File: config.mk
export PLATFORM = sky130hd
export DESIGN_NAME = dpr_responder
export DESIGN_NICKNAME = d
export VERILOG_FILES = /design/src/shared/dpr_pkg.sv /design/src/logic/dpr_responder.sv
export VERILOG_INCLUDE_DIRS = /design/src /design/src/shared
export SDC_FILE = /design/constraint.sdc
export NUM_CORES = 1
export LEC_CHECK = 0
export ABC_AREA = 1
export BUFFER_PORTS_ARGS = -buffer_cell sky130_fd_sc_hd__buf_2
export CAP_MARGIN = 0
export CORE_MARGIN = 2
export CORE_UTILIZATION = 45
export DETAILED_ROUTE_END_ITERATION = 10
export RECOVER_POWER = 100
export SYNTH_ARGS = -nofsm -noshare
export SYNTH_HDL_FRONTEND = slang
export SYNTH_SLANG_ARGS = --single-unit
File: constraint.sdc
create_clock -name mclk -period 3.85 [get_ports mclk]
set_clock_uncertainty 0.15 [all_clocks]
set_input_delay 0 -clock mclk [delete_from_list [all_inputs] [get_ports mclk]]
set_output_delay 0 -clock mclk [all_outputs]
set_load 0.005 [all_outputs]
File: src/shared/dpr_map.svh
// Constants for the parameter-table read responder: opcode, phase
// lengths, table offsets and fixed table contents.
// Assumes inclusion by bare name from the design file.
`ifndef DPR_MAP_SVH
`define DPR_MAP_SVH

// ==========================================================
// Command and phase lengths (last index of each phase)
`define DPR_OPC_READ_TABLE   8'h5a
`define DPR_OPC_LAST         5'h07
`define DPR_ADDR_LAST        5'h17
`define DPR_DUMMY_LAST       5'h07
`define DPR_BIT_LAST         3'h7

// ==========================================================
// Table offsets
`define DPR_OFS_SIG0         8'h00
`define DPR_OFS_SIG1         8'h01
`define DPR_OFS_SIG2         8'h02
`define DPR_OFS_SIG3         8'h03
`define DPR_OFS_MINOR        8'h04
`define DPR_OFS_MAJOR        8'h05
`define DPR_OFS_HDR_COUNT    8'h06
`define DPR_OFS_RSVD_07      8'h07
`define DPR_OFS_H0_MAKER     8'h08
`define DPR_OFS_H0_MINOR     8'h09
`define DPR_OFS_H0_MAJOR     8'h0a
`define DPR_OFS_H0_LEN       8'h0b
`define DPR_OFS_H0_PTR_LO    8'h0c
`define DPR_OFS_H0_PTR_MID   8'h0d
`define DPR_OFS_H0_PTR_HI    8'h0e
`define DPR_OFS_RSVD_0F      8'h0f
`define DPR_OFS_H1_MAKER     8'h10
`define DPR_OFS_H1_MINOR     8'h11
`define DPR_OFS_H1_MAJOR     8'h12
`define DPR_OFS_H1_LEN       8'h13
`define DPR_OFS_H1_PTR_LO    8'h14
`define DPR_OFS_H1_PTR_MID   8'h15
`define DPR_OFS_H1_PTR_HI    8'h16
`define DPR_OFS_RSVD_17      8'h17
`define DPR_OFS_CAP_FLAGS    8'h80
`define DPR_OFS_ERASE_OPC    8'h81

// ==========================================================
// Table contents
`define DPR_VAL_SIG0         8'h53
`define DPR_VAL_SIG1         8'h46
`define DPR_VAL_SIG2         8'h44
`define DPR_VAL_SIG3         8'h50
`define DPR_VAL_MINOR        8'h01
`define DPR_VAL_MAJOR        8'h01
`define DPR_VAL_HDR_COUNT    8'h00
`define DPR_VAL_H0_MINOR     8'h00
`define DPR_VAL_H0_MAJOR     8'h01
`define DPR_VAL_H0_LEN       8'h04
`define DPR_VAL_H0_PTR_LO    8'h80
`define DPR_VAL_H1_MINOR     8'h00
`define DPR_VAL_H1_MAJOR     8'h01
`define DPR_VAL_H1_LEN       8'h00
`define DPR_VAL_H1_PTR_LO    8'h90
`define DPR_VAL_PTR_UPPER    8'h00
`define DPR_VAL_CAP_FLAGS    8'he5
`define DPR_VAL_ERASE_OPC    8'h20
`define DPR_VAL_RSVD         8'hff

`endif

File: src/shared/dpr_pkg.sv
// Types for the parameter-table read responder.
// Assumes nothing beyond a SystemVerilog compiler.
`default_nettype none
package dpr_pkg;
  // ==========================================================
  // Command sequencer states
  typedef enum logic [2:0] {
    DPR_ST_OPCODE,
    DPR_ST_ADDR,
    DPR_ST_DUMMY,
    DPR_ST_DATA,
    DPR_ST_IGNORE
  } dpr_state_t;
endpackage
`default_nettype wire

File: src/logic/dpr_responder.sv
// Serial responder returning a fixed 256-byte parameter table.
// Assumes serial pins are synchronous to mclk and each serial clock
// phase lasts at least two mclk cycles.
`timescale 1ns/1ps
`default_nettype none
`include "dpr_map.svh"

module dpr_responder #(
  parameter logic [7:0] MAKER_CODE = 8'h3c  // Arbitrary value
) (
  // Clock and reset
  input  wire logic mclk,
  input  wire logic srst,
  // Serial pins
  input  wire logic cs_n,
  input  wire logic sclk,
  input  wire logic si,
  output var  logic so,
  output var  logic so_oe,
  // Status
  output var  logic table_read_active,
  output var  logic addr_high_nonzero
);
  import dpr_pkg::*;

  // ==========================================================
  // Table lookup
  // fixed table contents
  function automatic logic [7:0] dpr_table_byte(input logic [7:0] a);
    logic [7:0] v;
    v = `DPR_VAL_RSVD;
    case (a)
      `DPR_OFS_SIG0:       v = `DPR_VAL_SIG0;
      `DPR_OFS_SIG1:       v = `DPR_VAL_SIG1;
      `DPR_OFS_SIG2:       v = `DPR_VAL_SIG2;
      `DPR_OFS_SIG3:       v = `DPR_VAL_SIG3;
      `DPR_OFS_MINOR:      v = `DPR_VAL_MINOR;
      `DPR_OFS_MAJOR:      v = `DPR_VAL_MAJOR;
      `DPR_OFS_HDR_COUNT:  v = `DPR_VAL_HDR_COUNT;
      `DPR_OFS_RSVD_07:    v = `DPR_VAL_RSVD;
      `DPR_OFS_H0_MAKER:   v = MAKER_CODE;
      `DPR_OFS_H1_MAKER:   v = MAKER_CODE;
      `DPR_OFS_H0_MINOR:   v = `DPR_VAL_H0_MINOR;
      `DPR_OFS_H0_MAJOR:   v = `DPR_VAL_H0_MAJOR;
      `DPR_OFS_H0_LEN:     v = `DPR_VAL_H0_LEN;
      `DPR_OFS_H0_PTR_LO:  v = `DPR_VAL_H0_PTR_LO;
      `DPR_OFS_H0_PTR_MID: v = `DPR_VAL_PTR_UPPER;
      `DPR_OFS_H0_PTR_HI:  v = `DPR_VAL_PTR_UPPER;
      `DPR_OFS_RSVD_0F:    v = `DPR_VAL_RSVD;
      `DPR_OFS_H1_MINOR:   v = `DPR_VAL_H1_MINOR;
      `DPR_OFS_H1_MAJOR:   v = `DPR_VAL_H1_MAJOR;
      `DPR_OFS_H1_LEN:     v = `DPR_VAL_H1_LEN;
      `DPR_OFS_H1_PTR_LO:  v = `DPR_VAL_H1_PTR_LO;
      `DPR_OFS_H1_PTR_MID: v = `DPR_VAL_PTR_UPPER;
      `DPR_OFS_H1_PTR_HI:  v = `DPR_VAL_PTR_UPPER;
      `DPR_OFS_RSVD_17:    v = `DPR_VAL_RSVD;
      `DPR_OFS_CAP_FLAGS:  v = `DPR_VAL_CAP_FLAGS;
      `DPR_OFS_ERASE_OPC:  v = `DPR_VAL_ERASE_OPC;
      default:             v = `DPR_VAL_RSVD;
    endcase
    return v;
  endfunction

  // ==========================================================
  // Phase lengths
  // Last bit index of each counted phase; data reuses the opcode length
  function automatic logic [4:0] dpr_phase_last(input dpr_state_t s);
    logic [4:0] n;
    n = `DPR_OPC_LAST;
    case (s)
      DPR_ST_ADDR:  n = `DPR_ADDR_LAST;
      DPR_ST_DUMMY: n = `DPR_DUMMY_LAST;
      default:      n = `DPR_OPC_LAST;
    endcase
    return n;
  endfunction

  // ==========================================================
  // Table image
  // whole table built once, read path is a plain index
  logic [7:0] table_rom [256];
  for (genvar g = 0; g < 256; g++) begin : g_rom
    assign table_rom[g] = dpr_table_byte(8'(g));
  end

  // ==========================================================
  // Registers
  dpr_state_t  state_r;
  dpr_state_t  state_nxt;
  logic        sclk_d_r;
  logic [4:0]  cnt_r;
  logic [4:0]  cnt_nxt;
  logic [7:0]  opc_r;
  logic [23:0] addr_r;
  logic [7:0]  idx_r;
  logic [7:0]  idx_nxt;
  logic [7:0]  obyte_r;
  logic [7:0]  obyte_nxt;
  logic [2:0]  obit_r;
  logic [2:0]  obit_nxt;
  logic        so_nxt;
  logic        so_oe_nxt;
  logic [7:0]  opc_nxt;
  logic [23:0] addr_nxt;
  logic        table_read_active_nxt;
  logic        addr_high_nonzero_nxt;

  // ==========================================================
  // Edge detection and phase decode
  // Edges only count while selected; stray clocks while idle are dropped
  wire        sel       = ~cs_n;
  wire        rise      = sel & ~sclk_d_r & sclk;
  wire        fall      = sel & sclk_d_r & ~sclk;
  wire [7:0]  opc_word  = {opc_r[6:0], si};
  wire [23:0] addr_word = {addr_r[22:0], si};
  wire [4:0]  cnt_last  = dpr_phase_last(state_r);
  wire        phase_end = rise & (cnt_r == cnt_last);
  wire        in_opc    = (state_r == DPR_ST_OPCODE);
  wire        in_addr   = (state_r == DPR_ST_ADDR);
  wire        in_data   = (state_r == DPR_ST_DATA);
  wire        opc_step  = rise & in_opc;
  wire        addr_step = rise & in_addr;
  wire        addr_done = phase_end & in_addr;
  wire        clr       = srst | cs_n;
  wire        load_byte = fall & in_data & (obit_r == 3'h0);
  wire        shift_bit = fall & in_data & (obit_r != 3'h0);
  wire [7:0]  tbl_byte  = table_rom[idx_r];

  // ==========================================================
  // Sequencer
  always_comb begin
    state_nxt = state_r;
    case (state_r)
      DPR_ST_OPCODE: begin
        if (phase_end) begin
          state_nxt = (opc_word == `DPR_OPC_READ_TABLE) ? DPR_ST_ADDR : DPR_ST_IGNORE;
        end
      end
      DPR_ST_ADDR: begin
        if (phase_end) begin
          state_nxt = DPR_ST_DUMMY;
        end
      end
      DPR_ST_DUMMY: begin
        if (phase_end) begin
          state_nxt = DPR_ST_DATA;
        end
      end
      DPR_ST_DATA:   state_nxt = DPR_ST_DATA;
      DPR_ST_IGNORE: state_nxt = DPR_ST_IGNORE;
      default:       state_nxt = DPR_ST_IGNORE;
    endcase
  end

  // Phase bit counter
  assign cnt_nxt = phase_end ? 5'h00 : (rise ? cnt_r + 5'h01 : cnt_r);

  assign idx_nxt = (phase_end && state_r == DPR_ST_ADDR) ? addr_word[7:0] :
                   (load_byte ? idx_r + 8'h01 : idx_r);

  // first bit on 40th falling edge, MSB first
  assign obyte_nxt = load_byte ? {tbl_byte[6:0], 1'b0} :
                     (shift_bit ? {obyte_r[6:0], 1'b0} : obyte_r);
  assign obit_nxt  = load_byte ? `DPR_BIT_LAST : (shift_bit ? obit_r - 3'h1 : obit_r);
  assign so_nxt    = load_byte ? tbl_byte[7] : (shift_bit ? obyte_r[7] : so);
  assign so_oe_nxt = so_oe | load_byte;

  // shifters advance only in their phase
  assign opc_nxt  = opc_step ? opc_word : opc_r;
  assign addr_nxt = addr_step ? addr_word : addr_r;

  // active once data phase is entered
  assign table_read_active_nxt = (state_nxt == DPR_ST_DATA);
  // upper bits reported, never gate data
  assign addr_high_nonzero_nxt = addr_done ? (addr_word[23:8] != 16'h0000) : addr_high_nonzero;

  // ==========================================================
  // Serial clock history
  always_ff @(posedge mclk) begin
    if (srst) begin
      sclk_d_r <= 1'b0;
    end else begin
      sclk_d_r <= sclk;
    end
  end

  // ==========================================================
  // Sequencer flops
  // deselect returns to opcode phase
  always_ff @(posedge mclk) begin
    if (clr) begin
      state_r <= DPR_ST_OPCODE;
    end else begin
      state_r <= state_nxt;
    end
  end

  always_ff @(posedge mclk) begin
    if (clr) begin
      cnt_r <= 5'h00;
    end else begin
      cnt_r <= cnt_nxt;
    end
  end

  // ==========================================================
  // Command capture
  // opcode bits, MSB first
  always_ff @(posedge mclk) begin
    if (srst) begin
      opc_r <= 8'h00;
    end else begin
      opc_r <= opc_nxt;
    end
  end

  always_ff @(posedge mclk) begin
    if (srst) begin
      addr_r <= 24'h000000;
    end else begin
      addr_r <= addr_nxt;
    end
  end

  // ==========================================================
  // Output path
  // byte index, cleared on deselect
  always_ff @(posedge mclk) begin
    if (clr) begin
      idx_r <= 8'h00;
    end else begin
      idx_r <= idx_nxt;
    end
  end

  always_ff @(posedge mclk) begin
    if (clr) begin
      obyte_r <= 8'h00;
    end else begin
      obyte_r <= obyte_nxt;
    end
  end

  // bits left in the current byte
  always_ff @(posedge mclk) begin
    if (clr) begin
      obit_r <= 3'h0;
    end else begin
      obit_r <= obit_nxt;
    end
  end

  always_ff @(posedge mclk) begin
    if (clr) begin
      so <= 1'b0;
    end else begin
      so <= so_nxt;
    end
  end

  always_ff @(posedge mclk) begin
    if (clr) begin
      so_oe <= 1'b0;
    end else begin
      so_oe <= so_oe_nxt;
    end
  end

  // ==========================================================
  // Status
  // data phase indicator
  always_ff @(posedge mclk) begin
    if (clr) begin
      table_read_active <= 1'b0;
    end else begin
      table_read_active <= table_read_active_nxt;
    end
  end

  // held until the next address phase
  always_ff @(posedge mclk) begin
    if (srst) begin
      addr_high_nonzero <= 1'b0;
    end else begin
      addr_high_nonzero <= addr_high_nonzero_nxt;
    end
  end

endmodule // dpr_responder
`default_nettype wire

==> results_dict.tcl, run 1 <==
set metrics [dict create \
    yosysTopAreaCell "dfxtp_1" \
    path_cells "dlygate4sd3_1 > clkbuf_1 > nor2_2 > nand2_1 > nor2_2 > clkbuf_1 > inv_1 > o21ai_0 > a21oi_1" \
    routed_wl_mm 5.90 \
    slew_headroom_pct 33.2 \
    path_buf_inv 4 \
    ir_drop_mv 0.306 \
    mostFrequentLayoutCells "72 x nand2_1, 72 x nor2_1, 61 x dfxtp_1" \
    cts-root-buf "clkbuf_8" \
    finalSetupViolCount 0 \
    rr_worst_depth 7 \
    hp-class "reg2reg" \
    synth_cell_types 33 \
    dieArea_mm2 0.00734 \
    post-route-util_pct 51.2 \
    io_buffers 8 \
    r2r_start "state_r[2]" \
    drtAntennaViolNets 0 \
    dpl.hpwl_mm 4.13 \
    syn_to_final_growth_pct 8.88 \
    ys_ff_latch 61 \
    grt_pass1_vias 2420 \
    fin_nets 450 \
    cts_buffers 9 \
    pin_count 9 \
    holdPathEnd "obit_r[0]" \
    hold_buffers 5 \
    synth.area.top_cells "dfxtp_1 41%, nor2_1 8.9%, nand2_1 8.8%" \
    hold_depth 2 \
    htree_levels 3 \
    drc_errors 0 \
    slowest_stage "clkbuf_1" \
    fmax_ghz 0.374 \
    crit_family "buffers and inverters" \
    vias_per_cell 4.92 \
    die_w_um 85.7 \
    ys_warn_count 0 \
    finalWeightedCongestion 0.805 \
    clkSlewWorstSetupHoldPaths_ns 0.06 \
    dp.cells 498 \
    cts_setup_buffers 0 \
    cp_max_fo 29 \
    syn_area_mm2 0.00300 \
    grt-ovfl-total 0 \
    slew_violations 0 \
    cap_violations 0 \
    grt_pass1_wl_mm 10.5 \
    worstSkewPairLatency_ns 0.33 \
    first_pass_iters 4 \
    p_leak_nw 1.40 \
    power.total_w 0.00130 \
    antenna_found_initial 0 \
    nFillCells 658 \
    period_share_pct 69.4 \
    syn_nets 440 \
    die_y_um 85.7 \
    syn_inst 427 \
    syn_area_per_cell_um2 7.03 \
    core_area_mm2 0.00639 \
    diodes 0 \
    arrival_ns 2.72 \
    vias 2547 \
    rr_endpoint "addr_r[7]" \
    status "finished, final reports clean" \
    hold_viol_final 0 \
    cts_resized 0 \
    finalSetupTns_ns 0 \
    holdCritStartpoint "obit_r[0]" \
    p_per_area_mw_per_mm2 398 \
    tightest_slew_ns 1.00 \
    critPathKind "in2reg" \
    start_util_pct 47.0 \
    synth_top_area_share_pct 40.7 \
    drive_above_1_share_pct 6.80 \
    reg2reg_slack_ns 1.19 \
    end_kind "register" \
    grt_start_max_net_pins 32 \
    cts_tree "yes" \
    cpPeakStageDelay_ns 0.75 \
    cts_buffer_depth 2 \
    cp.required_ns 3.90 \
    min_period_ns 2.67 \
    seq_area_frac_synth_pct 40.7 \
    cts_sinks 61 \
    instances_no_fill 518 \
    grt_usage_pct 17.7 \
    start_kind "input pin" \
    rows 29 \
    drt-initial-drc-count 80 \
    wl_per_cell_um 11.4 \
    rsz0062_at_grt "no" \
]
==> cell families after synthesis <==
logic type	count (synthesis)	synth area share (%)
buffers and inverters	69	10.1
AND/OR/NAND/NOR	193	28.8
AO/OA/AOI/OAI	92	16.0
flip-flops	61	40.7
XOR/XNOR	4	1.17
adder cells (fa/ha/maj)	8	3.33
==> metal layers <==
layer | vias to the layer above | track usage (%) | share of wire, %
li1 | 1393 | - | -
met1 | 1123 | 22.7 | 50
met2 | 23 | 28.6 | 46
met3 | 8 | 4.91 | 2.5
met4 | 0 | 6.64 | 1.6
met5 | - | 0 | 0
==> area by class of cell <==
type                    count  area, um2  share of cell area [%]
clock buffers              12        155                    4.75
clock inverters             3       68.8                    2.10
inverters                  54        203                    6.20
multi-input cells         297       1430                    43.9
flip-flops and latches     61       1220                    37.4
well taps                  77       96.3                    2.95
repair buffers             14       91.3                    2.79
==> report_power, final <==
group	switching [W]	leakage, nW	internal [W]
registers	0.00000251	0.492	0.000637
clock network	0.000233	0.113	0.000398
logic	0.0000215	0.795	0.0000112
total	0.000257	1.40	0.00105
==> stage by stage <==
| stage | area [um2] | setup slack (ns) | hold slack (ns) |
|---|---|---|---|
| 2_1_floorplan | 3000 | 2.30 | -0.0788 |
| 3_3_place_gp | 3050 | 1.98 | 0.0491 |
| 3_5_place_dp | 3050 | 1.88 | 0.0545 |
| 4_1_cts | 3320 | 1.86 | 0.316 |
| 5_1_grt | 3270 | 0.824 | 0.344 |
| 6_report | 3270 | 1.18 | 0.316 |
==> how the worst max path moves through the flow <==
stage,startpoint,end,slack [ns],depth (start not counted)
CTS,obit_r[0],obyte_r[7],1.86,10
finish,cs_n,addr_r[7],1.18,9
global placement,obit_r[0],obyte_r[3],1.98,10
global route,cs_n,addr_r[7],0.82,9
detailed placement,obit_r[0],obyte_r[7],1.88,10
floorplan,idx_r[0],obyte_r[5],2.30,11
==> cells in the mapped netlist, drive strengths merged <==
master and n:
or2 1, ha 8, o21a 1, nand3b 1, nor4 2, nand2 74, xor2 4, nor3 2
o21ai 46, a31oi 6, dfxtp 61, buf 11, o21bai 1, nor2 78, clkbuf 4, o211ai 1
inv 54, nand4 6, nand3 29, a21oi 37
==> worst reg2reg max path: stages (launching register included) <==
cell,delay [ns]
dfxtp_1,0.35
nor2_1,0.17
nand2_1,0.11
nor2_2,0.11
clkbuf_1,0.75
inv_1,0.51
o21ai_0,0.31
a21oi_1,0.06
==> registers in the layout, summed over array words and instances, names as in the netlist, 3 cells and up <==
| signal | flops |
|---|---|
| state_r | 3 |
| obit_r | 3 |
| opc_r | 7 |
| obyte_r | 7 |
| cnt_r | 5 |
| addr_r | 23 |
| idx_r | 8 |
Power figures use the tool's default switching activity.
==> run 2, diff against run 1 <==
- clock period: 3.85 -> 2.18 ns (I/O delays scaled with it)
==> run 2 against run 1 <==
  * Register-to-register slack got worse by 0.87 ns
  * Utilization increased by 0.22 points
  * Wire length increased by 1.2%
  * Non-clock buffer count increased by 3
  * Combinational power increased by 76%
  * Via count increased by 1.4%
  * Critical endpoint is now table_read_active
  * Largest cell class unchanged
==> results_dict.tcl, run 2 (synthesis gave the netlist of run 1 again) <==
set metrics [dict create \
    arrival_ns 2.03 \
    holdCritStartpoint "opc_r[3]" \
    cpPeakStageDelay_ns 0.54 \
    start_util_pct 47.0 \
    drc_errors 0 \
    crit_family "buffers and inverters" \
    p_per_area_mw_per_mm2 669 \
    grt-ovfl-total 0 \
    slew_violations 0 \
    cts_buffer_depth 2 \
    hp-class "reg2reg" \
    finalSetupTns_ns 0 \
    min_period_ns 1.91 \
    ir_drop_mv 0.426 \
    slew_headroom_pct 49.6 \
    die_y_um 85.7 \
    cpMostUsedCell "nor2_1" \
    io_buffers 8 \
    mostFrequentLayoutCells "75 x nor2_1, 71 x nand2_1, 61 x dfxtp_1" \
    grt_pass1_wl_mm 10.4 \
    nFillCells 649 \
    clkSlewWorstSetupHoldPaths_ns 0.06 \
    cap_violations 0 \
    largest_reg_flops 23 \
    reg2reg_slack_ns 0.32 \
    finalSetupViolCount 0 \
    reg_top3 "addr_r x23, idx_r x8" \
    period_share_pct 87.6 \
    grt_usage_pct 17.7 \
    rr_worst_depth 8 \
    status "finished, final reports clean" \
    vias_per_cell 4.97 \
    worstSetupPathDepth 7 \
    rsz0062_at_grt "no" \
    hold_depth 2 \
    dpl.hpwl_mm 4.21 \
    drt-initial-drc-count 120 \
    hold_viol_final 0 \
    rows 29 \
    cp.required_ns 2.30 \
    syn_to_final_growth_pct 9.33 \
    core_area_mm2 0.00639 \
    holdPathEnd "opc_r[4]" \
    postPlaceCellArea_mm2 0.00307 \
    start_kind "input pin" \
    die_w_um 85.7 \
    r2r_start "cnt_r[0]" \
    rr_endpoint "idx_r[3]" \
    p_leak_nw 1.42 \
    path_cells "dlygate4sd3_1 > clkbuf_1 > nor2_1 > inv_1 > a21oi_2 > clkinv_1 > nor2_1" \
    first_pass_iters 4 \
    grt_start_max_net_pins 32 \
    end_kind "register" \
    cts_tree "yes" \
    fmax_ghz 0.524 \
    htree_levels 3 \
    critPathKind "in2reg" \
    cts_setup_buffers 0 \
    antenna_found_initial 0 \
    grt_pass1_vias 2325 \
    drive_above_1_share_pct 7.67 \
    finalWeightedCongestion 0.842 \
    cts_buffers 9 \
    cts_resized 0 \
    cp_max_fo 15 \
    dieArea_mm2 0.00734 \
    path_buf_inv 4 \
    fin_area_mm2 0.00328 \
    drtAntennaViolNets 0 \
    tightest_slew_ns 0.755 \
    largest_register "addr_r" \
    power.total_w 0.00220 \
    cts_sinks 61 \
    slowest_stage "dlygate4sd3_1" \
    worstSkewPairLatency_ns 0.33 \
    final_common_cell "nor2_1" \
    vias 2582 \
    cts-root-buf "clkbuf_8" \
    wl_per_cell_um 11.5 \
    diodes 0 \
    pin_count 9 \
    routed_wl_mm 5.97 \
    fin_nets 453 \
]
run 2: routing by layer:
layer  track usage (%)  wire length (um)  up-vias
met5                 0                 0        -
met4              7.36                48        0
met3              4.04               161        4
met2              28.0              2730       22
met1              23.5              3030     1153
li1                  -                 -     1403
run 2: area by class of cell:
type	instances	area [um2]	share of cell area, %
Multi-Input combinational cell	297	1460	44.3
Sequential cell	61	1220	37.2
Inverter	54	203	6.17
Clock buffer	13	169	5.14
Timing Repair Buffer	17	109	3.32
Tap cell	77	96.3	2.93
Clock inverter	1	30.0	0.915
run 2: worst register-to-register path: stages (launching register included):
cell     delay (ns)
dfxtp_1        0.37
ha_1           0.18
nand3_2        0.10
nor2_1         0.36
nand2_4        0.19
nand2_2        0.18
nor2_1         0.06
nor2_1         0.10
nor2_1         0.04
run 2: worst max-delay path by stage:
stage                        start                end  slack [ns]
after floorplan           idx_r[0]         obyte_r[5]        0.63
after global placement    idx_r[0]         obyte_r[5]        0.39
after detailed placement  idx_r[1]         obyte_r[5]        0.40
after CTS                 idx_r[0]         obyte_r[5]        0.39
after global routing          cs_n  table_read_active         0.1
final                         cs_n  table_read_active        0.27
run 2: what timing repair did:
| action | in CTS | in global routing |
|---|---|---|
| hold endpoints to repair | 15 | 0 |
| setup endpoints to repair | 0 | 0 |
| hold buffers | 5 | 0 |
run 2: power by group:
group / total (W) / internal [W] / switching, W
registers: 0.00113 / 0.00112 / 0.00000447
logic: 0.0000576 / 0.0000199 / 0.0000377
clock network: 0.00101 / 0.000610 / 0.000400
run 2: stage by stage:
stage / util [%] / instances / worst slack, ns / hold slack, ns
4_1_cts: 51.9 / 520 / 0.393 / 0.320
3_3_place_gp: 48.0 / 501 / 0.388 / 0.0509
3_5_place_dp: 48.0 / 501 / 0.403 / 0.0591
6_report: 51.4 / 520 / 0.271 / 0.315
2_1_floorplan: - / 427 / 0.626 / -0.0788
5_1_grt: 51.4 / 520 / 0.0989 / 0.334
==> run 3, diff against run 2 <==
- PLACE_DENSITY_LB_ADDON: not set -> 0.12
==> run 3 against run 2 <==
  * Sequential power barely moved
  * Worst setup slack improved by 0.040 ns
  * Sequential cell count did not move
  * First-iteration DRC count fell by 4.2%
  * Clock-buffer cell count fell by 1
  * Largest cell class unchanged
  * Critical endpoint is now idx_r[0]
  * Clock power barely moved
  * Non-clock buffer count did not move
  * Critical path depth rose by 1
  * Total power barely moved
  * Via count rose by 1.2%
==> results_dict.tcl, run 3 (synthesis gave the netlist of run 1 again) <==
set metrics [dict create \
    status "finished, final reports clean" \
    die_y_um 85.7 \
    grt_pass1_vias 2487 \
    clkSlewWorstSetupHoldPaths_ns 0.07 \
    cp.required_ns 2.23 \
    dpl.hpwl_mm 4.16 \
    p_per_area_mw_per_mm2 670 \
    drtAntennaViolNets 0 \
    cts_buffer_depth 2 \
    cts_tree "yes" \
    antenna_found_initial 0 \
    fin_nets 453 \
    drive_above_1_share_pct 8.31 \
    diodes 0 \
    final_common_cell "nor2_1" \
    worstSkewPairLatency_ns 0.33 \
    end_kind "register" \
    tightest_slew_ns 0.726 \
    grt_start_max_net_pins 32 \
    hold_viol_final 0 \
    cts_sinks 61 \
    vias_per_cell 5.00 \
    htree_levels 3 \
    critPathKind "reg2reg" \
    slew_headroom_pct 51.6 \
    min_period_ns 1.87 \
    finalSetupTns_ns 0 \
    wl_per_cell_um 11.5 \
    cts_setup_buffers 0 \
    largest_reg_flops 23 \
    finalSetupViolCount 0 \
    mostFrequentLayoutCells "73 x nor2_1, 71 x nand2_1, 61 x dfxtp_1" \
    core_area_mm2 0.00639 \
    pin_count 9 \
    p_leak_nw 1.42 \
    seq_area_mm2 0.00122 \
    hp-class "reg2reg" \
    start_util_pct 47.0 \
    drc_errors 0 \
    rsz0062_at_grt "no" \
    die_w_um 85.7 \
    start_kind "register" \
    reg_top3 "addr_r x23, idx_r x8" \
    nFillCells 664 \
    largest_register "addr_r" \
    grt_usage_pct 18.2 \
    multi_input_area_mm2 0.00145 \
    ir_drop_mv 0.482 \
    cts_buffers 9 \
    routed_wl_mm 6.03 \
    first_pass_iters 4 \
    finalWeightedCongestion 0.872 \
    io_buffers 8 \
    dieArea_mm2 0.00734 \
    cp_max_fo 10 \
    cts-root-buf "clkbuf_8" \
    cap_violations 0 \
    slew_violations 0 \
    vias 2612 \
    period_share_pct 85.8 \
    post-route-util_pct 51.3 \
    grt_pass1_wl_mm 10.8 \
    rows 29 \
    grt-ovfl-total 0 \
    syn_to_final_growth_pct 9.08 \
    arrival_ns 1.92 \
    drt-initial-drc-count 115 \
    fmax_ghz 0.535 \
]
## run 3: repair_timing
| action | 4_1_cts | 5_1_grt |
|---|---|---|
| hold buffers | 5 | 0 |
| hold endpoints to repair | 15 | 0 |
| gates resized for setup | 0 | 0 |
## run 3: worst paths after layout
check                 start        end  slack, ns  cells past startpoint
hold / removal    obit_r[0]  obit_r[0]       0.32                      2
setup / recovery   cnt_r[0]   idx_r[0]       0.31                      8
hold reg to reg   obit_r[0]  obit_r[0]       0.32                      2
setup reg to reg   cnt_r[0]   idx_r[0]       0.31                      8
## run 3: per-stage QoR
| step | cell area (um2) | power, W | hold WS, ns | std cells | setup WS, ns |
|---|---|---|---|---|---|
| after floorplan | 3000 | 0.00119 | -0.0788 | 427 | 0.626 |
| after CTS | 3310 | 0.00222 | 0.318 | 522 | 0.389 |
| final | 3280 | 0.00220 | 0.317 | 522 | 0.310 |
| after detailed placement | 3070 | 0.00121 | 0.0583 | 501 | 0.398 |
| after global routing | 3280 | 0.00227 | 0.342 | 522 | 0.131 |
| after global placement | 3070 | 0.00121 | 0.0519 | 501 | 0.401 |
## run 3: where the power goes
group	internal, W	switching, W
logic	0.0000222	0.0000382
registers	0.00112	0.00000463
clock network	0.000557	0.000450
total	0.00170	0.000493
## run 3: critical path, cell delays in order, from the launching register on
cell     delay, ns
dfxtp_1       0.37
ha_1          0.18
nand3_2       0.10
nor2_1        0.37
nand2_4       0.18
nand2_2       0.18
nor2_1        0.06
nor2_1        0.10
nor2_1        0.04
## run 3: layer usage
metal	GRT usage [%]	vias to the layer above	share of wire [%]
met5	0	-	0
met4	8.37	0	1.7
met3	3.18	9	2.6
met2	29.5	34	44
met1	23.6	1165	51
li1	-	1404	-
## run 3: layout make-up
class / instances / area share (%)
multi-input combinational: 297 / 44.2
sequential: 61 / 37.3
inverter: 54 / 6.19
clock buffer: 12 / 4.43
timing repair buffer: 17 / 3.51
tap: 77 / 2.94
clock inverter: 4 / 1.45
